<file path="src/verilog/ptc_params.svh">
// register offsets, field positions, reset values and clock divider counts for the periodic timer
`ifndef PTC_PARAMS_SVH
`define PTC_PARAMS_SVH
`define PTC_OFF_CTRL0     12'h000
`define PTC_OFF_CTRL1     12'h004
`define PTC_OFF_CNT_LO    12'h008
`define PTC_OFF_CNT_HI    12'h00C
`define PTC_OFF_CMPA_LO   12'h010
`define PTC_OFF_CMPA_HI   12'h014
`define PTC_OFF_PER_LO    12'h018
`define PTC_OFF_PER_HI    12'h01C
`define PTC_OFF_EVENTS    12'h020
`define PTC_BIT_PAUSE     7
`define PTC_BIT_RUN       3
`define PTC_CTRL0_MASK    8'hF8
`define PTC_RST_CTRL      8'h00
`define PTC_MODE_CAPTURE  2'b01
`define PTC_DIV_SYS4      4
`define PTC_DIV_HS16      16
`define PTC_DIV_HS64      64
`endif

</file>
<file path="src/verilog/ptc_pkg.sv">
// types shared by the periodic timer with capture
package ptc_pkg;
    typedef enum logic [1:0] {
        PTC_MODE_CMP  = 2'b00,
        PTC_MODE_CAP  = 2'b01,
        PTC_MODE_PWM  = 2'b10,
        PTC_MODE_TMR  = 2'b11
    } ptc_mode_t;

    typedef enum logic [1:0] {
        PTC_EDGE_RISE = 2'b00,
        PTC_EDGE_FALL = 2'b01,
        PTC_EDGE_BOTH = 2'b10,
        PTC_EDGE_OFF  = 2'b11
    } ptc_edge_t;

    typedef struct packed {
        logic       counter_pause_bit;
        logic [2:0] count_clock_select;
        logic       counter_run_bit;
    } ptc_ctrl0_t;

    typedef struct packed {
        ptc_mode_t  mode_select;
        ptc_edge_t  pin_function;
        logic       output_level_control;
        logic       output_invert;
        logic       capture_source_select;
        logic       clear_source_select;
    } ptc_ctrl1_t;

    // write-side state of the axi slave
    typedef enum logic [1:0] {
        PTC_WR_IDLE = 2'b00,
        PTC_WR_RESP = 2'b01
    } ptc_wr_state_t;
endpackage

</file>
<file path="src/verilog/ptc_timer.sv">
// periodic 10-bit timer with capture input mode, reached over axi4-lite
`timescale 1ns/1ps
`include "ptc_params.svh"

// Behaviour
// - Mode field value 01 selects capture input operation.
// - Capture edge selectable: rising, falling or both.
// - Counter starts when run bit goes low to high.
// - Active edge copies counter into compare-A and raises interrupt.
// - Captures never stop or clear the counter.
// - Period match clears counter and raises interrupt.
// - Pin function 11 disables capture; counter keeps running.
// - Capture watches the I/O pin even when it drives out.
// - Clear source bit ignored in capture mode.
// - Output control and invert ignored; no output driven in capture.
// - Period value zero lets counter use full range.
// - 10-bit up counter from selectable internal or external clock.
// - Two comparators track the period value and the all-ones overflow.
// - Software clears counter only by run rising; hardware on overflow/match.
// - Pause bit 7 freezes counter; clearing resumes from held value.
// - Three-bit clock select picks among eight count clock sources.
// - Counter read-only pair; compare-A and period read/write pairs.
// - Pin function 00 rise, 01 fall, 10 both, 11 off.
// - Run rising clears counter; run falling holds residual value.
// - Capture source: 0 I/O pin, 1 clock pin.
// - Mode field 00 compare, 01 capture, 10 pwm, 11 timer.
module ptc_timer #(
    parameter int CNT_W = 10                       // counter width
) (
    input  wire logic        i_clk,                // system clock, 250 mhz
    input  wire logic        i_rst,                // synchronous reset, active high
    input  wire logic        i_hs_clk_en,          // high-speed clock tick
    input  wire logic        i_tbc_clk_en,         // time-base clock tick
    input  wire logic        i_timer_io_pin,       // timer i/o pin level
    input  wire logic        i_timer_clock_pin,    // timer clock pin level
    input  wire logic [11:0] i_awaddr,             // write address
    input  wire logic        i_awvalid,            // write address valid
    output logic             o_awready,            // write address ready
    input  wire logic [31:0] i_wdata,              // write data
    input  wire logic [3:0]  i_wstrb,              // write strobes
    input  wire logic        i_wvalid,             // write data valid
    output logic             o_wready,             // write data ready
    output logic [1:0]       o_bresp,              // write response
    output logic             o_bvalid,             // write response valid
    input  wire logic        i_bready,             // write response ready
    input  wire logic [11:0] i_araddr,             // read address
    input  wire logic        i_arvalid,            // read address valid
    output logic             o_arready,            // read address ready
    output logic [31:0]      o_rdata,              // read data
    output logic [1:0]       o_rresp,              // read response
    output logic             o_rvalid,             // read data valid
    input  wire logic        i_rready,             // read data ready
    output logic             o_capture_irq,        // capture event pulse
    output logic             o_period_irq,         // period match pulse
    output logic             o_timer_io_out,       // pin drive level, unused here
    output logic             o_timer_io_oe_n       // pin drive enable, low drives
);

    // ------------------------------------------------------------
    // helpers
    // ------------------------------------------------------------
    // byte lane merge for an 8-bit register
    function automatic logic [7:0] lane_merge(input logic [7:0] old_v, input logic [31:0] wd,
                                              input logic [3:0] st);
        lane_merge = st[0] ? wd[7:0] : old_v;
    endfunction

    // edge detect per the pin function field
    function automatic logic edge_hit(input ptc_pkg::ptc_edge_t sel, input logic now_v,
                                      input logic prev_v);
        case (sel)
            ptc_pkg::PTC_EDGE_RISE: edge_hit = now_v & ~prev_v;
            ptc_pkg::PTC_EDGE_FALL: edge_hit = ~now_v & prev_v;
            ptc_pkg::PTC_EDGE_BOTH: edge_hit = now_v ^ prev_v;
            default:                edge_hit = 1'b0;
        endcase
    endfunction

    // ------------------------------------------------------------
    // registers
    // ------------------------------------------------------------
    ptc_pkg::ptc_ctrl0_t     ctrl0_q;
    ptc_pkg::ptc_ctrl1_t     ctrl1_q;
    logic [CNT_W-1:0]        count_q;
    logic [CNT_W-1:0]        cmpa_q;
    logic [CNT_W-1:0]        per_q;
    logic                    run_prev_q;
    logic [5:0]              div_q;
    logic                    io_s1_q, io_s2_q, io_s3_q;
    logic                    ck_s1_q, ck_s2_q, ck_s3_q;
    logic                    cap_flag_q, per_flag_q;
    logic                    cap_irq_q, per_irq_q;
    ptc_pkg::ptc_wr_state_t  wr_st_q;
    logic                    aw_got_q, w_got_q;
    logic [11:0]             awaddr_q;
    logic [31:0]             wdata_q;
    logic [3:0]              wstrb_q;
    logic [1:0]              bresp_q;
    logic                    rvalid_q;
    logic [31:0]             rdata_q;
    logic [1:0]              rresp_q;

    // ------------------------------------------------------------
    // pin synchronisers
    // ------------------------------------------------------------
    // two stages each, third stage holds previous value for edge detect
    always_ff @(posedge i_clk) begin
        if (i_rst) begin
            io_s1_q <= 1'b0;
            io_s2_q <= 1'b0;
            io_s3_q <= 1'b0;
            ck_s1_q <= 1'b0;
            ck_s2_q <= 1'b0;
            ck_s3_q <= 1'b0;
        end else begin
            io_s1_q <= i_timer_io_pin;
            io_s2_q <= io_s1_q;
            io_s3_q <= io_s2_q;
            ck_s1_q <= i_timer_clock_pin;
            ck_s2_q <= ck_s1_q;
            ck_s3_q <= ck_s2_q;
        end
    end

    // ------------------------------------------------------------
    // count clock select
    // ------------------------------------------------------------
    logic tick;
    always_ff @(posedge i_clk) begin
        if (i_rst) begin
            div_q <= 6'h0_0;
        end else if (i_hs_clk_en) begin
            div_q <= div_q + 6'h0_1;
        end
    end

    // one enable per selected clock source
    always_comb begin
        case (ctrl0_q.count_clock_select)
            3'b000:  tick = (div_q[1:0] == 2'b11) && i_hs_clk_en;  // high-speed tick/4 via prescaler
            3'b001:  tick = 1'b1;
            3'b010:  tick = i_hs_clk_en && (div_q[3:0] == 4'hF);
            3'b011:  tick = i_hs_clk_en && (div_q == 6'h3_F);
            3'b100:  tick = i_tbc_clk_en;
            3'b101:  tick = i_hs_clk_en;
            3'b110:  tick = ck_s2_q & ~ck_s3_q;
            default: tick = ~ck_s2_q & ck_s3_q;
        endcase
    end

    // ------------------------------------------------------------
    // comparators and counter
    // ------------------------------------------------------------
    logic cap_mode, run_rise, per_match, ovf, cap_src, cap_edge;
    assign cap_mode  = (ctrl1_q.mode_select == ptc_pkg::PTC_MODE_CAP);
    assign run_rise  = ctrl0_q.counter_run_bit & ~run_prev_q;
    // period zero means no match; counter wraps after full range
    assign per_match = (per_q != '0) && (count_q == per_q) && tick;
    assign ovf       = (count_q == '1) && tick;
    assign cap_src   = ctrl1_q.capture_source_select ? ck_s2_q : io_s2_q;
    assign cap_edge  = cap_mode &&
                       edge_hit(ctrl1_q.pin_function, cap_src,
                                ctrl1_q.capture_source_select ? ck_s3_q : io_s3_q);

    always_ff @(posedge i_clk) begin
        if (i_rst) begin
            run_prev_q <= 1'b0;
        end else begin
            run_prev_q <= ctrl0_q.counter_run_bit;
        end
    end

    // counter: run rise clears, pause and run low hold; match or overflow clears
    always_ff @(posedge i_clk) begin
        if (i_rst) begin
            count_q <= '0;
        end else if (run_rise) begin
            count_q <= '0;
        end else if (ctrl0_q.counter_run_bit && !ctrl0_q.counter_pause_bit && tick) begin
            if (per_match || ovf) begin
                count_q <= '0;
            end else begin
                count_q <= count_q + 1'b1;
            end
        end
    end

    logic counting;
    assign counting = ctrl0_q.counter_run_bit && !ctrl0_q.counter_pause_bit && !run_rise;

    // interrupt pulses, one cycle each
    always_ff @(posedge i_clk) begin
        if (i_rst) begin
            cap_irq_q <= 1'b0;
            per_irq_q <= 1'b0;
        end else begin
            cap_irq_q <= cap_edge;
            per_irq_q <= cap_mode && counting && per_match;
        end
    end
    assign o_capture_irq = cap_irq_q;
    assign o_period_irq  = per_irq_q;

    // no output function in capture mode; pin left undriven
    assign o_timer_io_out  = 1'b0;
    assign o_timer_io_oe_n = 1'b1;

    // ------------------------------------------------------------
    // axi4-lite write channel
    // ------------------------------------------------------------
    logic wr_go;
    assign o_awready = (wr_st_q == ptc_pkg::PTC_WR_IDLE) && !aw_got_q;
    assign o_wready  = (wr_st_q == ptc_pkg::PTC_WR_IDLE) && !w_got_q;
    assign wr_go     = (wr_st_q == ptc_pkg::PTC_WR_IDLE) &&
                       (aw_got_q || i_awvalid) && (w_got_q || i_wvalid);
    logic [11:0] wa;
    logic [31:0] wd;
    logic [3:0]  ws;
    assign wa = aw_got_q ? awaddr_q : i_awaddr;
    assign wd = w_got_q ? wdata_q : i_wdata;
    assign ws = w_got_q ? wstrb_q : i_wstrb;

    always_ff @(posedge i_clk) begin
        if (i_rst) begin
            wr_st_q  <= ptc_pkg::PTC_WR_IDLE;
            aw_got_q <= 1'b0;
            w_got_q  <= 1'b0;
            awaddr_q <= 12'h0_00;
            wdata_q  <= 32'h0000_0000;
            wstrb_q  <= 4'h0;
            bresp_q  <= 2'b00;
        end else begin
            case (wr_st_q)
                ptc_pkg::PTC_WR_IDLE: begin
                    if (wr_go) begin
                        wr_st_q  <= ptc_pkg::PTC_WR_RESP;
                        aw_got_q <= 1'b0;
                        w_got_q  <= 1'b0;
                        bresp_q  <= (wa[11:2] > `PTC_OFF_EVENTS >> 2) ? 2'b10 : 2'b00;
                    end else begin
                        if (i_awvalid && !aw_got_q) begin
                            aw_got_q <= 1'b1;
                            awaddr_q <= i_awaddr;
                        end
                        if (i_wvalid && !w_got_q) begin
                            w_got_q <= 1'b1;
                            wdata_q <= i_wdata;
                            wstrb_q <= i_wstrb;
                        end
                    end
                end
                ptc_pkg::PTC_WR_RESP: begin
                    if (i_bready) begin
                        wr_st_q <= ptc_pkg::PTC_WR_IDLE;
                    end
                end
                default: wr_st_q <= ptc_pkg::PTC_WR_IDLE;
            endcase
        end
    end
    assign o_bvalid = (wr_st_q == ptc_pkg::PTC_WR_RESP);
    assign o_bresp  = bresp_q;

    // control and compare registers; capture overrides software write to compare-A
    always_ff @(posedge i_clk) begin
        if (i_rst) begin
            ctrl0_q <= '0;
            ctrl1_q <= '0;
            cmpa_q  <= '0;
            per_q   <= '0;
        end else begin
            if (wr_go && wa == `PTC_OFF_CTRL0) begin
                ctrl0_q <= ptc_pkg::ptc_ctrl0_t'(5'(lane_merge({ctrl0_q, 3'b000}, wd, ws) >> 3));
            end
            if (wr_go && wa == `PTC_OFF_CTRL1) begin
                ctrl1_q <= ptc_pkg::ptc_ctrl1_t'(lane_merge(ctrl1_q, wd, ws));
            end
            if (wr_go && wa == `PTC_OFF_PER_LO) begin
                per_q[7:0] <= lane_merge(per_q[7:0], wd, ws);
            end
            if (wr_go && wa == `PTC_OFF_PER_HI && ws[0]) begin
                per_q[CNT_W-1:8] <= wd[CNT_W-9:0];
            end
            if (wr_go && wa == `PTC_OFF_CMPA_LO) begin
                cmpa_q[7:0] <= lane_merge(cmpa_q[7:0], wd, ws);
            end
            if (wr_go && wa == `PTC_OFF_CMPA_HI && ws[0]) begin
                cmpa_q[CNT_W-1:8] <= wd[CNT_W-9:0];
            end
            if (cap_edge) begin
                cmpa_q <= count_q;
            end
        end
    end

    // sticky event flags, write one to clear; a new event wins over the clear
    always_ff @(posedge i_clk) begin
        if (i_rst) begin
            cap_flag_q <= 1'b0;
            per_flag_q <= 1'b0;
        end else begin
            cap_flag_q <= cap_edge | (cap_flag_q & ~(wr_go && wa == `PTC_OFF_EVENTS && ws[0] && wd[0]));
            per_flag_q <= per_irq_q | (per_flag_q & ~(wr_go && wa == `PTC_OFF_EVENTS && ws[0] && wd[1]));
        end
    end

    // ------------------------------------------------------------
    // axi4-lite read channel, one cycle answer
    // ------------------------------------------------------------
    assign o_arready = !rvalid_q;
    always_ff @(posedge i_clk) begin
        if (i_rst) begin
            rvalid_q <= 1'b0;
            rdata_q  <= 32'h0000_0000;
            rresp_q  <= 2'b00;
        end else if (i_arvalid && !rvalid_q) begin
            rvalid_q <= 1'b1;
            rresp_q  <= 2'b00;
            case (i_araddr)
                `PTC_OFF_CTRL0:   rdata_q <= {24'h00_0000, {ctrl0_q, 3'b000}};
                `PTC_OFF_CTRL1:   rdata_q <= {24'h00_0000, ctrl1_q};
                `PTC_OFF_CNT_LO:  rdata_q <= {24'h00_0000, count_q[7:0]};
                `PTC_OFF_CNT_HI:  rdata_q <= {30'h0000_0000, count_q[CNT_W-1:8]};
                `PTC_OFF_CMPA_LO: rdata_q <= {24'h00_0000, cmpa_q[7:0]};
                `PTC_OFF_CMPA_HI: rdata_q <= {30'h0000_0000, cmpa_q[CNT_W-1:8]};
                `PTC_OFF_PER_LO:  rdata_q <= {24'h00_0000, per_q[7:0]};
                `PTC_OFF_PER_HI:  rdata_q <= {30'h0000_0000, per_q[CNT_W-1:8]};
                `PTC_OFF_EVENTS:  rdata_q <= {30'h0000_0000, per_flag_q, cap_flag_q};
                default: begin
                    rdata_q <= 32'h0000_0000;
                    rresp_q <= 2'b10;
                end
            endcase
        end else if (i_rready) begin
            rvalid_q <= 1'b0;
        end
    end
    assign o_rvalid = rvalid_q;
    assign o_rdata  = rdata_q;
    assign o_rresp  = rresp_q;

    // ------------------------------------------------------------
    // assertions
    // ------------------------------------------------------------
    AST_MODE_GATE: assert property (@(posedge i_clk) disable iff (i_rst)
        (!cap_mode && !wr_go) |=> $stable(cmpa_q) && !o_capture_irq)
        else $error("capture outside capture mode");

    AST_CAPTURE_LATCH: assert property (@(posedge i_clk) disable iff (i_rst)
        cap_edge |=> (cmpa_q == $past(count_q)) && o_capture_irq)
        else $error("capture did not latch counter");

    AST_RUN_CLEAR: assert property (@(posedge i_clk) disable iff (i_rst)
        run_rise |=> count_q == '0)
        else $error("run rise did not clear counter");

    AST_HOLD_STOPPED: assert property (@(posedge i_clk) disable iff (i_rst)
        (!ctrl0_q.counter_run_bit && !$past(ctrl0_q.counter_run_bit)) |-> $stable(count_q))
        else $error("stopped counter moved");

    AST_PAUSE_FREEZE: assert property (@(posedge i_clk) disable iff (i_rst)
        (ctrl0_q.counter_pause_bit && !run_rise) |=> $stable(count_q))
        else $error("paused counter moved");

    AST_PERIOD_CLEAR: assert property (@(posedge i_clk) disable iff (i_rst)
        (cap_mode && counting && per_match) |=> (count_q == '0) && o_period_irq)
        else $error("period match mishandled");

    AST_FULL_RANGE: assert property (@(posedge i_clk) disable iff (i_rst)
        (per_q == '0 && counting && tick && count_q != '1) |=> count_q == $past(count_q) + 1'b1)
        else $error("zero period cut the count short");

    AST_DISABLED_EDGE: assert property (@(posedge i_clk) disable iff (i_rst)
        (ctrl1_q.pin_function == ptc_pkg::PTC_EDGE_OFF && !wr_go) |=> $stable(cmpa_q) && !o_capture_irq)
        else $error("capture while disabled");

    AST_NO_OUTPUT: assert property (@(posedge i_clk) disable iff (i_rst)
        o_timer_io_oe_n)
        else $error("pin driven in capture mode");

endmodule
</file>
<file path="config.mk">
export PLATFORM = sky130hd
export DESIGN_NAME = ptc_timer
export DESIGN_NICKNAME = d
export VERILOG_FILES = /design/src/verilog/ptc_pkg.sv /design/src/verilog/ptc_timer.sv
export VERILOG_INCLUDE_DIRS = /design/src /design/src/verilog
export SDC_FILE = /design/constraint.sdc
export NUM_CORES = 1
export LEC_CHECK = 0
export ABC_CLOCK_PERIOD_IN_PS = 4900
export BUFFER_PORTS_ARGS = -buffer_cell sky130_fd_sc_hd__buf_4
export CAP_MARGIN = 15
export CORE_ASPECT_RATIO = 0.9
export CORE_MARGIN = 2
export CORE_UTILIZATION = 59
export DETAILED_ROUTE_END_ITERATION = 12
export GPL_TIMING_DRIVEN = 0
export PLACE_DENSITY = 0.95
export SLEW_MARGIN = 40
export SYNTH_ARGS = -nofsm -noshare
export SYNTH_HDL_FRONTEND = slang
export SYNTH_SLANG_ARGS = --single-unit
</file>
<file path="constraint.sdc">
create_clock -name i_clk -period 4.9 [get_ports i_clk]
set_input_delay 0.98 -clock i_clk [delete_from_list [all_inputs] [get_ports i_clk]]
set_output_delay 0.98 -clock i_clk [all_outputs]
set_load 0.02 [all_outputs]
</file>
Word level (Yosys, flattened, before mapping)
Cells that the tools add are included.
{"block": "word_totals", "out_inout_bits": 45, "in_bits": 71, "register_bits": 122, "word_cells": 175}
{"block": "op_classes", "n_lt_le_gt_ge": 1, "bitwise": 18, "eq_ne": 31, "n_reduce_logical": 63, "mux": 24, "add_sub_neg": 2}
{"operator": "$eq 12x5->1 const B", "count": 8}
{"operator": "$pmux 8 s9", "count": 1}
{"operator": "$logic_and 1x1->1", "count": 31}
{"operator": "$eq 12x3->1 const B", "count": 2}
{"operator": "$eq 12x4->1 const B", "count": 2}
{"operator": "$eq 12x6->1 const B", "count": 2}
{"operator": "$logic_not 12->1", "count": 2}
{"operator": "$mux 8", "count": 3}
{"operator": "$mux 10", "count": 2}
{"operator": "$reduce_and 2->1", "count": 8}
{"operator": "$mux 12", "count": 1}
{"operator": "$reduce_bool 2->1", "count": 6}
{"operator": "$add 10x1->10 const B", "count": 1}
{"operator": "$eq 10x10->1", "count": 1}
{"operator": "$eq 10x10->1 const B", "count": 1}
{"operator": "$gt 10x4->1 const B", "count": 1}
{"operator": "$mux 2", "count": 5}
{"operator": "$reduce_bool 10->1", "count": 1}
{"operator": "$eq 3x3->1 const B", "count": 3}
{"operator": "$mux 1", "count": 9}
{"operator": "$reduce_or 9->1", "count": 1}
{"operator": "$not 1->1", "count": 8}
{"operator": "$and 1x1->1", "count": 7}
{"operator": "$pmux 1 s7", "count": 1}
{"operator": "19 further kinds", "count": 32}

Logic depth before layout (Yosys ltp)
Gate-level depths: netlist of run 1.
{"block": "logic_depth", "depth_word": 9, "ltp_mapped": 9, "depth_no_buf": 8}

Worst setup path after synthesis of run 1
OpenSTA, ideal clock, no wires.
{"block": "synth_timing", "kind": "input-to-reg", "startpoint": "input port i_awaddr[9]", "endpoint": "register ctrl0_q[0] (netlist name)", "path_slack_ns": 2.031, "stages": 6, "n_path_buf": 1, "t_arrival_ns": 2.749, "setup_ns": 0.120, "t_required_ns": 4.780, "cell_sequence": "or4_1 > o22a_2 > or2_0 > or4_1 > buf_2 > mux2i_1"}
{"block": "synth_between", "elab_chain_len": 4}
{"element": "start: declaration", "line_no": "ptc_timer.sv:36", "rtl": "input wire logic [11:0] i_awaddr,"}
{"element": "$mux 12", "line_no": "ptc_timer.sv:219", "rtl": "assign wa = aw_got_q ? awaddr_q : i_awaddr;"}
{"element": "$logic_not 12->1 (no line)"}
{"element": "$logic_and 1x1->1 (no line)"}
{"element": "$reduce_and 2->1 (no line)"}
{"element": "end signal: assignment", "line_no": "ptc_timer.sv:273", "rtl": "ctrl0_q <= ptc_pkg::ptc_ctrl0_t'(5'(lane_merge({ctrl0_q, 3'b000}, wd, ws) >> 3));"}
{"element": "end: declaration", "line_no": "ptc_timer.sv:82", "rtl": "ptc_pkg::ptc_ctrl0_t ctrl0_q;"}
Every way passes these cells.
A chain may end at the register's enable or synchronous reset.

Worst setup path after layout of run 1
{"block": "layout_timing", "startpoint": "input port i_awaddr[9]", "endpoint": "register cmpa_q[5]"}
{"block": "layout_between", "elab_chain_len": 5}
{"element": "$mux 12", "line_no": "ptc_timer.sv:219"}
{"element": "$eq 12x5->1 (no line)"}
{"element": "$logic_and 1x1->1 (no line)"}
{"element": "$reduce_bool 2->1 (no line)"}
{"element": "$reduce_and 2->1 (no line)"}
{"element": "end signal: assignment", "line_no": "ptc_timer.sv:285", "rtl": "cmpa_q[7:0] <= lane_merge(cmpa_q[7:0], wd, ws);"}
{"element": "end signal: indexed assignment", "line_no": "ptc_timer.sv:288", "rtl": "cmpa_q[CNT_W-1:8] <= wd[CNT_W-9:0];"}
{"element": "end signal: assignment", "line_no": "ptc_timer.sv:291", "rtl": "cmpa_q <= count_q;"}
{"element": "end: declaration", "line_no": "ptc_timer.sv:85", "rtl": "logic [CNT_W-1:0] cmpa_q;"}
Every way passes these cells.

==> results of run 1 <==
synth_stat cells, types with 13 or more instances:
cell,instances,area share (%)
nor2_1,61,4.5
nand3b_1,14,2.1
nand2b_1,32,3.9
inv_1,17,1.2
nand3_1,13,1.3
dfxtp_1,95,37
xor2_1,15,2.6
nor4_1,13,1.6
a21oi_1,24,2.4
buf_4,28,4.1
nand2_1,13,0.96
mux2i_1,59,12
mux2_2,14,3.1
clkbuf_1,29,2.1
per-layer routing:
layer  share of wire (%)  global-route usage, %  wire length (um)
met5                   0                      0                 0
met4                 3.0                  10.44               403
met3                 9.7                  7.927              1315
met2                  47                  48.08              6378
met1                  40                  36.81              5489
critical path, cell delays in order:
cell and delay [ns]:
buf_4 0.12, or4_1 0.52, o22a_2 0.29, nor4_2 0.71, clkbuf_1 0.43, o221ai_1 0.20
layout make-up:
cell class                 instances  share of cell area (%)
tap                              119                   2.486
inverter                          17                   1.065
multi-input combinational        426                   48.69
clock buffer                      10                   2.131
sequential                        95                   31.75
buffer                            61                   5.599
clock inverter                     6                   1.128
timing repair buffer              57                   7.144
cell families (layout without fill, tap and decap cells):
logic type               Yosys count  after routing  share of synthesized area, %
AO/OA/AOI/OAI                     93             93                         13.04
multiplexers                      73             73                         14.66
XOR/XNOR                          17             17                         2.917
flip-flops                        95             95                         37.25
AND/OR/NAND/NOR                  211            211                         23.19
buffers and inverters             78            151                         7.818
other                              2             28                        0.1471
adder cells (fa/ha/maj)            4              4                        0.9804
registers in the layout, indices dropped and copies added (netlist names), 5 cells and up:
name and count:
awaddr_q 12, cmpa_q 10, o_rdata 8, div_q 6, count_q 10, per_q 10
wdata_q 8, ctrl1_q 8, ctrl0_q 5
how the worst max path moves through the flow:
stage / from / endpoint / slack [ns] / cells past startpoint
floorplan: i_awaddr[9] / ctrl0_q[0] / 2.03 / 6
global placement: i_awaddr[9] / ctrl1_q[1] / 1.60 / 6
detailed placement: i_awaddr[9] / cmpa_q[5] / 1.56 / 6
CTS: i_awaddr[9] / cmpa_q[5] / 1.93 / 6
global route: i_awaddr[9] / ctrl1_q[0] / 1.76 / 6
finish: i_awaddr[9] / cmpa_q[5] / 1.87 / 6
per-stage QoR:
stage | instances | power (mW) | utilization, %
finish | 791 | 1.545 | 70.56
global route | 791 | 1.593 | 70.56
CTS | 791 | 1.536 | 70.52
detailed placement | 775 | 1.033 | 68.22
global placement | 775 | 1.025 | 68.09
floorplan | 599 | 0.9615 | -
power by group through the flow:
stage | registers, mW | logic, mW | clock network [mW]
floorplan | 0.819 | 0.142 | 0
finish | 0.802 | 0.219 | 0.523
detailed placement | 0.819 | 0.214 | 0
global placement | 0.818 | 0.207 | 0
CTS | 0.801 | 0.215 | 0.519
global route | 0.804 | 0.237 | 0.552
==> results.md, run 1 <==
- Pin count of the biggest net entering global routing: 17
- Worst R2R Setup Slack: roughly 2.2 ns
- Final Skew: between 0.009 and 0.01 ns
- Setup TNS: 0 ns
- WHS Endpoint: ck_s2_q
- Leakage: 2.451 nW
- Comb pwr share: roughly 14%
- Worst EP arrival: about 3.3 ns
- Cells on worst reg2reg path: 9
- Synth-to-Final Area Change: 17.33%
- Reg-to-reg startpoint: ctrl1_q[1]
- Unique masters post-synth: 60
- Resized Gates After CTS: 0
- Post-route DRC: 0
- Worst-path clk slew: around 0.09 ns
- Post-layout nets: about 740
- Pre-Repair DR Iteration Count: 5
- Final antenna-violating net count: 0
- Avg Cell Area, Syn: 8.909 sq um
- Critical path peak fanout: 10
- DP Area: just under 0.006 sq mm
- Pint: approximately 1.1 mW
- CTS H-tree depth: 3
- Routed wire length: roughly 14 mm
- DR vias/cell: between 5 and 6
- FFs w/ async S/R, synth: 0%
- Number of synthesized flops with an enable pin: 0
- Initial Util: around three fifths
- Post-DP HPWL: approximately 10 mm
- Most common cell after layout, fill and taps aside: dfxtp_1
- Worst VDD drop: between 200 and 250 uV
- Fin area: between 0.005 and 0.006 sq mm
- Die Ht: roughly 92 um
- Sequential share of the synthesized area: 37.25%
- Core Box Area: 0.008488 sq mm
- Yosys warns: 0
- Top Ports: between 100 and 150
- FF-to-FF End: cmpa_q[8]
- Setup Buffers After CTS: 0
- Buffers on Ports: 57
- Actual slew at the worst max-slew pin: just under 0.8 ns
- Most used DFF post-synth: dfxtp_1
- Storage cell area: 0.001902 sq mm
- Multi-input gate area: around 0.0029 sq mm
- Area of the die: 0.009414 sq mm
- Clock buffer depth: 2
- Sequential Power Share: about half
- TritonCTS clock tree: built
- Min-Delay Startpoint: ck_s1_q
- RePlAce Congestion: 0.9512
- Global-route wire length before repair: roughly 22 mm
- WP data required: ~5.1 ns
- Post-synthesis cell area: 0.005105 sq mm
- PwrDens: around 260 mW/mm^2
- Max Cap Violations: 0
- Fin Hold WS: around 0.45 ns
- Switching Share: 27.32%
- Layout cells sized above 1: 18.30%
- Cell count after synthesis: 573
- Clock power frac: 33.9%
- Vias in the first global route: between 4000 and 5000
- Hold violation count in the final report: 0
- CP Class: primary input to flip-flop
- Most frequent cells in the layout: 95 x dfxtp_1, 85 x buf_4, 61 x nor2_1
- Status: finished, final reports clean
- Vias: between 4000 and 5000
- DP Worst Slack: about 1.6 ns
- Max-Slew Margin vs Limit: a little under half
- Clock tree sinks: 95
- CTS Root Cell: clkbuf_8
- Post-CTS Hold Buffers: 0
- Initial drt markers: about 480
- RSZ-0062 raised after global routing: no
- Initial antenna violation count: 0
- Clock latency on the worst-skew pair: ~0.37 ns
- Psw: approximately 0.42 mW
- Pins Over Slew Limit: 0
- Wire per inst: 17.18 um
- Cts bufs inserted: 9
- Critical Path Source Type: primary input
- Setup slack after layout: approximately 1.9 ns
- Row Count: 32
- Diodes inserted: 0
- Die Wd: slightly above 100 um
- Worst hold path depth: 1
- Fmax: approximately 330 MHz
- Crit end category: flip-flop
- Fin crit period: between 3 and 4 ns
- Period Utilization, post-route: about three fifths
- Synth Register Bits: 95
- GRT Resource Usage Total: between 20% and 30%
- Layout fillers: approximately 660
- Grt total ovfl: 0
- Hold crit path type: flip-flop to flip-flop
- Setup-failing EPs final: 0
Note: power is estimated with default switching activity, not from simulation.
==> run 2, diff against run 1 <==
--- a/config.mk
+++ b/config.mk
@@ -6,15 +6,16 @@
 export SDC_FILE = /design/constraint.sdc
 export NUM_CORES = 1
 export LEC_CHECK = 0
-export ABC_CLOCK_PERIOD_IN_PS = 4900
+export ABC_AREA = 1
+export ABC_CLOCK_PERIOD_IN_PS = 3130
 export BUFFER_PORTS_ARGS = -buffer_cell sky130_fd_sc_hd__buf_4
 export CAP_MARGIN = 15
 export CORE_ASPECT_RATIO = 0.9
 export CORE_MARGIN = 2
-export CORE_UTILIZATION = 59
+export CORE_UTILIZATION = 55
 export DETAILED_ROUTE_END_ITERATION = 12
 export GPL_TIMING_DRIVEN = 0
-export PLACE_DENSITY = 0.95
+export PLACE_DENSITY = 0.91
 export SLEW_MARGIN = 40
 export SYNTH_ARGS = -nofsm -noshare
 export SYNTH_HDL_FRONTEND = slang
==> constraint.sdc (replaced) <==
create_clock -name i_clk -period 3.13 [get_ports i_clk]
set_input_delay 0.626 -clock i_clk [delete_from_list [all_inputs] [get_ports i_clk]]
set_output_delay 0.626 -clock i_clk [all_outputs]
set_load 0.02 [all_outputs]
==> run 2 against run 1 <==
- synthesized cell count rose by 35%
- utilization fell by 3.9 points
- combinational power rose by 60%
- worst setup slack got worse by 1.1 ns
- clock skew rose by 0.0033 ns
- final cell count rose by 26%
- critical path type is now flip-flop to flip-flop
- largest cell class unchanged
- largest power group unchanged
==> results.md, run 2 <==
- Critical Path Source Type: flip-flop
- Most common cell after layout, fill and taps aside: nand2_1
- Clock tree sinks: 95 (unchanged)
- Setup-failing EPs final: 0 (unchanged)
- Worst R2R Setup Slack: 0.76 ns (-1.40 ns)
- CTS Root Cell: clkbuf_8
- Setup slack after layout: 0.7635 ns (-1.108 ns)
- Leakage: 2.778 nW (+13%)
- Hold violation count in the final report: 0 (unchanged)
- Clock power frac: 35.8% (+1.9 points)
- Initial antenna violation count: 0 (unchanged)
- Fin Hold WS: 0.4082 ns (-0.03722 ns)
- Fmax: roughly 420 MHz
- Compound-Gate Fraction of Synth Area: 17.22% (+4.2 points)
- Initial Util: 56.74% (-3.4 points)
- Psw: 0.6625 mW (+57%)
- Critical path peak fanout: 10 (unchanged)
- Post-route DRC: 0 (unchanged)
- FFs w/ async S/R, synth: 0% (unchanged)
- Worst EP arrival: 2.63 ns (-0.62 ns)
- Status: finished, final reports clean
- Number of synthesized flops with an enable pin: 0 (unchanged)
- DP Area: 0.005894 sq mm (+1.8%)
- Setup Buffers After CTS: 0 (unchanged)
- DP Worst Slack: 0.8388 ns (-0.7210 ns)
- Sequential share of the synthesized area: 36.56% (-0.69 points)
- Resized Gates After CTS: 0 (unchanged)
- Post-CTS Hold Buffers: 0 (unchanged)
- Top cells by area, synth: dfxtp_1 37%, nand2_1 9.7%, o21ai_0 7.8%
- Routed wire length: 13.20 mm (-2.8%)
- Area of the die: 0.01025 sq mm (+8.9%)
- Most used DFF post-synth: dfxtp_1
- Most common cell in the synthesized netlist: nand2_1
- Final antenna-violating net count: 0 (unchanged)
- Post-synth top cells: 134 x nand2_1, 98 x inv_1, 95 x dfxtp_1, 95 x nor2_1, 81 x o21ai_0
- Multiplexer area fraction after synthesis: 0% (-15 points)
- Global-route wire length before repair: 21.41 mm (-1.1%)
- Pre-Repair DR Iteration Count: 5 (unchanged)
- RePlAce Congestion: 1.039 (+9.2%)
- Worst VDD drop: 246.7 uV (+8.3%)
- Main combinational cell family by area after synthesis: simple AND/OR/NAND/NOR gates
- Multi-input gate area: 0.002685 sq mm (-7.9%)
- Share of the synthesized area in the top cell type: 36.56% (-0.69 points)
- Die Wd: 106.5 um (+4.4%)
- Hold crit path type: flip-flop to flip-flop
- Grt total ovfl: 0 (unchanged)
- Synth-to-Final Area Change: 17.56%
- Most frequent cells in the layout: 134 x nand2_1, 98 x inv_1, 95 x nor2_1, 95 x dfxtp_1, 87 x buf_4
- Diodes inserted: 0 (unchanged)
- Unique masters post-synth: 37 (-38%)
- Fin crit period: ~2.4 ns
- Post-DP HPWL: 10.14 mm (-0.12%)
- Top cell type by total area after synthesis: dfxtp_1
- Wire per inst: 13.25 um (-23%)
- Sequential Power Share: 50.2% (-1.7 points)
- Die Ht: 96.26 um (+4.3%)
- Fin area: 0.006115 sq mm (+2.1%)
- Final Skew: 0.01281 ns (+0.003333 ns)
- Top reg by flops: awaddr_q
- Switching Share: 26.49% (-0.84 points)
- Setup TNS: 0 ns (unchanged)
- Pin count of the biggest net entering global routing: 16 (-1)
- Storage cell area: 0.001902 sq mm (unchanged)
- Pins Over Slew Limit: 0 (unchanged)
- Adder-cell share of the synthesized area: 0.9622% (-0.018 points)
- Cell count after synthesis: 774 (+35%)
- Pint: 1.839 mW (+64%)
- Layout cells sized above 1: 17.39% (-0.91 points)
- DR vias/cell: 5.238 (-12%)
- Layout fillers: 825 (+26%)
- Max-Slew Margin vs Limit: 50.23% (+3.7 points)
- Period Utilization, post-route: roughly 76%
- Post-layout nets: 945 (+27%)
- Vias: 5217 (+11%)
- Comb pwr share: 14.0% (-0.2 points)
- XOR/XNOR Fraction of Synth Area: 1.010% (-1.9 points)
- Cts bufs inserted: 9 (unchanged)
- Clock buffer depth: 2 (unchanged)
- Row Count: 33 (+3.1%)
- Crit end category: flip-flop
- Yosys warns: 0 (unchanged)
- GRT Resource Usage Total: 26.59% (-2.7 points)
- CP Class: flip-flop to flip-flop
- Actual slew at the worst max-slew pin: 0.7388 ns (-0.05529 ns)
- TritonCTS clock tree: built
- Worst-path clk slew: 0.09 ns (about the same)
- CTS H-tree depth: 3 (unchanged)
- Vias in the first global route: 4619 (+3.7%)
- Simple-gate share of the synthesized area: 30.41% (+7.2 points)
- RSZ-0062 raised after global routing: no
- Buffers on Ports: 59 (+3.5%)
- WP data required: 3.40 ns (-1.72 ns)
- Synth Register Bits: 95 (unchanged)
- Post-synthesis cell area: 0.005201 sq mm (+1.9%)
- Flip-flop count of the largest register after layout: 12 (unchanged)
- Max Cap Violations: 0 (unchanged)
- Initial drt markers: 375 (-22%)
- Avg Cell Area, Syn: 6.720 sq um (-25%)
- Non-filler cells in the finished layout: 996 (+26%)
- PwrDens: 409.1 mW/mm^2 (+59%)
- Clock latency on the worst-skew pair: 0.37 ns (about the same)
- Placed cell count: 981 (+27%)
- Core Box Area: 0.009166 sq mm (+8.0%)
- Top Ports: 116 (unchanged)
[run 2: final timing paths]
check             depth (start not counted)   endpoint       start
hold / removal                            2    io_s2_q     io_s1_q
setup reg to reg                         11  cmpa_q[5]  ctrl1_q[1]
setup / recovery                         11  cmpa_q[5]  ctrl1_q[1]
hold reg to reg                           2    io_s2_q     io_s1_q
[run 2: logic make-up after synthesis]
group                    count (synthesis)
flip-flops                              95
other                                    2
AND/OR/NAND/NOR                        346
adder cells (fa/ha/maj)                  4
XOR/XNOR                                 6
buffers and inverters                  153
AO/OA/AOI/OAI                          168
[run 2: per-layer routing]
layer	up-vias	track usage [%]	wire (um)
met4	0	9.848	270
met1	2322	34.08	5784
met2	226	44.93	6077
li1	2645	-	-
met3	24	5.146	1069
met5	-	0	0
[run 2: through the flow]
step | util, % | power [mW]
finish | 66.71 | 2.501
global route | 66.71 | 2.602
CTS | 66.71 | 2.499
detailed placement | 64.31 | 1.626
global placement | 64.31 | 1.619
floorplan | - | 1.515
[run 2: layout make-up]
cell class / count / area share (%)
clock buffers: 10 / 2.251
well taps: 122 / 2.496
plain buffers: 51 / 5.341
repair buffers: 59 / 7.244
flip-flops and latches: 95 / 31.10
multi-input cells: 552 / 43.91
clock inverters: 5 / 1.351
inverters: 102 / 6.302
[run 2: power groups by stage]
stage | Combinational, mW | Sequential (mW) | Clock, mW
2_1_floorplan | 0.230 | 1.28 | 0
3_3_place_gp | 0.337 | 1.28 | 0
3_5_place_dp | 0.343 | 1.28 | 0
4_1_cts | 0.345 | 1.25 | 0.899
5_1_grt | 0.386 | 1.26 | 0.958
6_report | 0.350 | 1.25 | 0.896
[run 2: worst max-delay path, stage by stage (launching register included)]
cell and delay, ns:
dfxtp_1 0.36, o21ai_0 0.25, inv_1 0.07, ha_1 0.28, a21oi_1 0.06, o21ai_0 0.08
nand2_1 0.09, nand2_1 0.26, clkbuf_1 0.39, o21ai_0 0.21, nor2_1 0.17, nor2_1 0.06
==> run 3, diff against run 2 <==
--- a/config.mk
+++ b/config.mk
@@ -7,15 +7,15 @@
 export NUM_CORES = 1
 export LEC_CHECK = 0
 export ABC_AREA = 1
-export ABC_CLOCK_PERIOD_IN_PS = 3130
+export ABC_CLOCK_PERIOD_IN_PS = 2100
 export BUFFER_PORTS_ARGS = -buffer_cell sky130_fd_sc_hd__buf_4
 export CAP_MARGIN = 15
 export CORE_ASPECT_RATIO = 0.9
 export CORE_MARGIN = 2
-export CORE_UTILIZATION = 55
+export CORE_UTILIZATION = 49
 export DETAILED_ROUTE_END_ITERATION = 12
 export GPL_TIMING_DRIVEN = 0
-export PLACE_DENSITY = 0.91
+export PLACE_DENSITY = 0.86
 export SLEW_MARGIN = 40
 export SYNTH_ARGS = -nofsm -noshare
 export SYNTH_HDL_FRONTEND = slang
==> constraint.sdc (replaced) <==
create_clock -name i_clk -period 2.1 [get_ports i_clk]
set_input_delay 0.42 -clock i_clk [delete_from_list [all_inputs] [get_ports i_clk]]
set_output_delay 0.42 -clock i_clk [all_outputs]
set_load 0.02 [all_outputs]
==> run 3 against run 2 <==
- final cell count increased by 0.80%
- maximum frequency increased by 22%
- sequential share of layout area decreased by 0.58 points
- critical path depth increased by 1
- non-clock buffer count unchanged
- clock skew decreased by 0.0044 ns
- count of clock-buffer cells in the layout increased by 1
- highest routed layer unchanged
- sequential power increased by 50%
- total power increased by 62%
- utilization decreased by 6.1 points
==> results.md, run 3 (same netlist as run 2, synthesis figures left out) <==
- Reg-to-reg startpoint: ctrl1_q[1]
- Clock latency on the worst-skew pair: 0.35 ns (-0.02 ns)
- Cell chain of the critical path: nand2_1 -> o21ai_2 -> inv_1 -> ha_1 -> a21oi_1 -> o21ai_0 -> nand2_1 -> nand2_4 -> buf_6 -> o21ai_1 -> nor2_1 -> nor2_1
- Die Wd: 112.6 um (+5.7%)
- CP bufs+invs: 2 (unchanged)
- Setup-failing EPs final: 0 (unchanged)
- Top reg by flops: awaddr_q
- RSZ-0062 raised after global routing: no
- WP data required: 2.39 ns (-1.01 ns)
- TritonCTS clock tree: built
- Sequential Power Share: 46.3% (-3.9 points)
- Max Cap Violations: 0 (unchanged)
- Psw: 1.043 mW (+57%)
- Row Count: 35 (+6.1%)
- Vias: 5209 (-0.15%)
- Cells on worst reg2reg path: 12 (+1)
- Status: finished, final reports clean
- Initial antenna violation count: 0 (unchanged)
- Hold crit path type: primary input to flip-flop
- Critical path depth in cells: 12 (+1)
- Fin crit period: 1.945 ns (-0.4211 ns)
- Critical path peak fanout: 10 (unchanged)
- Grt peak-use layer: met2
- Final antenna-violating net count: 0 (unchanged)
- FF-to-FF End: cmpa_q[3]
- Post-layout nets: 945 (unchanged)
- GRT Resource Usage Total: 23.96% (-2.6 points)
- Clock buffer depth: 2 (unchanged)
- Fmax: 514.0 MHz (+22%)
- Post-CTS Hold Buffers: 0 (unchanged)
- Met2 Track Usage GR: 39.61% (-5.3 points)
- Switching Share: 25.79% (-0.70 points)
- Synth-to-Final Area Change: 19.97%
- Pins Over Slew Limit: 0 (unchanged)
- Met1 global-route usage: 29.96% (-4.1 points)
- Buffers on Ports: 59 (unchanged)
- Most common cell after layout, fill and taps aside: nand2_1
- GR met3 Demand/Resource: 5.745% (+0.60 points)
- Top delay family on crit path: compound AO/OA/AOI/OAI gates
- Vias in the first global route: 4799 (+3.9%)
- Worst R2R Setup Slack: 0.15 ns (-0.61 ns)
- Post-DP HPWL: 10.21 mm (+0.65%)
- Final Util: 60.63% (-6.1 points)
- Area of the die: 0.01146 sq mm (+12%)
- Grt total ovfl: 0 (unchanged)
- Period Utilization, post-route: 92.64% (+17 points)
- Post-route DRC: 0 (unchanged)
- Crit end category: flip-flop
- Die Ht: 101.7 um (+5.7%)
- Routed wire length: 13.36 mm (+1.2%)
- Top Ports: 116 (unchanged)
- CTS H-tree depth: 3 (unchanged)
- Initial Util: 50.54% (-6.2 points)
- Pint: 3.001 mW (+63%)
- Setup slack after layout: 0.1546 ns (-0.6089 ns)
- Initial drt markers: 515 (+37%)
- Multi-input gate area: 0.002710 sq mm (+0.93%)
- CP Class: flip-flop to flip-flop
- Comb pwr share: 12.9% (-1.1 points)
- Global-route wire length before repair: 21.93 mm (+2.4%)
- Layout cells sized above 1: 18.29% (+0.89 points)
- Worst-path clk slew: 0.06 ns (-0.03 ns)
- Wire per inst: 13.31 um (+0.40%)
- Clock tree sinks: 95 (unchanged)
- Critical Path Source Type: flip-flop
- Most frequent cells in the layout: 133 x nand2_1, 98 x inv_1, 95 x nor2_1
- Worst path max stage delay: 0.38 ns (about the same)
- Non-filler cells in the finished layout: 1004 (+0.80%)
- Cts bufs inserted: 9 (unchanged)
- Worst VDD drop: 549.1 uV (+120%)
- Diodes inserted: 0 (unchanged)
- Pin count of the biggest net entering global routing: 16 (unchanged)
- PwrDens: 648.0 mW/mm^2 (+58%)
- Layout fillers: 952 (+15%)
- Max-Slew Margin vs Limit: 50.59% (+0.37 points)
- Final Skew: 0.008394 ns (-0.004421 ns)
- Storage cell area: 0.001904 sq mm (+0.13%)
- Placed cell count: 988 (+0.71%)
- Actual slew at the worst max-slew pin: 0.7333 ns (-0.005422 ns)
- Leakage: 2.835 nW (+2.1%)
- Crit path to: cmpa_q[3]
- DR vias/cell: 5.188 (-0.95%)
- CTS Root Cell: clkbuf_16
- Pre-Repair DR Iteration Count: 5 (unchanged)
- Crit path from: ctrl1_q[1]
- RePlAce Congestion: 0.9742 (-6.2%)
- Worst path slowest cell: dfxtp_2
- Core Box Area: 0.01029 sq mm (+12%)
- DP Worst Slack: -0.1808 ns (-1.020 ns)
- Worst EP arrival: 2.23 ns (-0.40 ns)
- Clock power frac: 40.8% (+5.0 points)
- Hold violation count in the final report: 0 (unchanged)
- Flip-flop count of the largest register after layout: 12 (unchanged)
==> run 3: cell types whose count changed in the layout (fill, tap and decap cells not counted), moves of 3 or more <==
| cell | previous run | this run |
|---|---|---|
| o21ai_0 | 81 | 72 |
| clkbuf_8 | 10 | 1 |
| o21ai_1 | 9 | 15 |
| clkbuf_16 | 0 | 9 |
| o21ai_2 | 6 | 9 |
==> run 3: per-layer routing <==
layer / part of all wire [%] / vias to the layer above
li1: - / 2633
met2: 45 / 240
met1: 42 / 2292
met4: 3.3 / 0
met3: 9.5 / 44
met5: 0 / -
==> run 3: cell type report <==
cell class,instances,area share (%)
buffer,51,5.394
multi-input combinational,552,43.43
timing repair buffer,59,7.098
sequential,95,30.52
clock buffer,11,3.890
inverter,102,6.176
tap,129,2.587
clock inverter,5,0.9023
==> run 3: power groups by stage <==
stage / Combinational (mW) / Sequential (mW) / Clock, mW
after global placement: 0.502 / 1.91 / 0
final: 0.522 / 1.87 / 1.65
after global routing: 0.577 / 1.88 / 1.74
after floorplan: 0.342 / 1.92 / 0
after CTS: 0.514 / 1.87 / 1.67
after detailed placement: 0.512 / 1.91 / 0
==> run 3: worst min path at each step <==
stage	start	to	slack, ns	depth (start not counted)
after floorplan	ck_s1_q	ck_s2_q	0.39	2
after global placement	io_s1_q	io_s2_q	0.40	2
after detailed placement	io_s1_q	io_s2_q	0.40	2
after CTS	i_timer_io_pin	io_s1_q	0.27	3
after global routing	i_timer_clock_pin	ck_s1_q	0.29	3
final	i_timer_io_pin	io_s1_q	0.28	3
==> run 3: repair_timing <==
action | 4_1_cts | 5_1_grt
pin swaps | 0 | 1
resized for setup | 4 | 19
buffers inserted | 0 | 0
endpoints found under the setup margin | 10 | 19
==> run 3: worst min-delay path, delay by kind of cell <==
| family | cells | cell delay, ns |
|---|---|---|
| and+or+nand+nor | 1 | 0.06 |
| buffers and inverters | 2 | 0.11 |
==> run 3: metrics by stage <==
| step | cell area (sq um) | hold slack (ns) | TNS (ns) | total power, mW |
|---|---|---|---|---|
| floorplan | 5299 | 0.3883 | 0 | 2.257 |
| global placement | 5903 | 0.3988 | -0.4103 | 2.412 |
| detailed placement | 5903 | 0.3974 | -0.9939 | 2.425 |
| CTS | 6208 | 0.2708 | 0 | 4.055 |
| global route | 6240 | 0.2870 | 0 | 4.197 |
| finish | 6240 | 0.2767 | 0 | 4.043 |
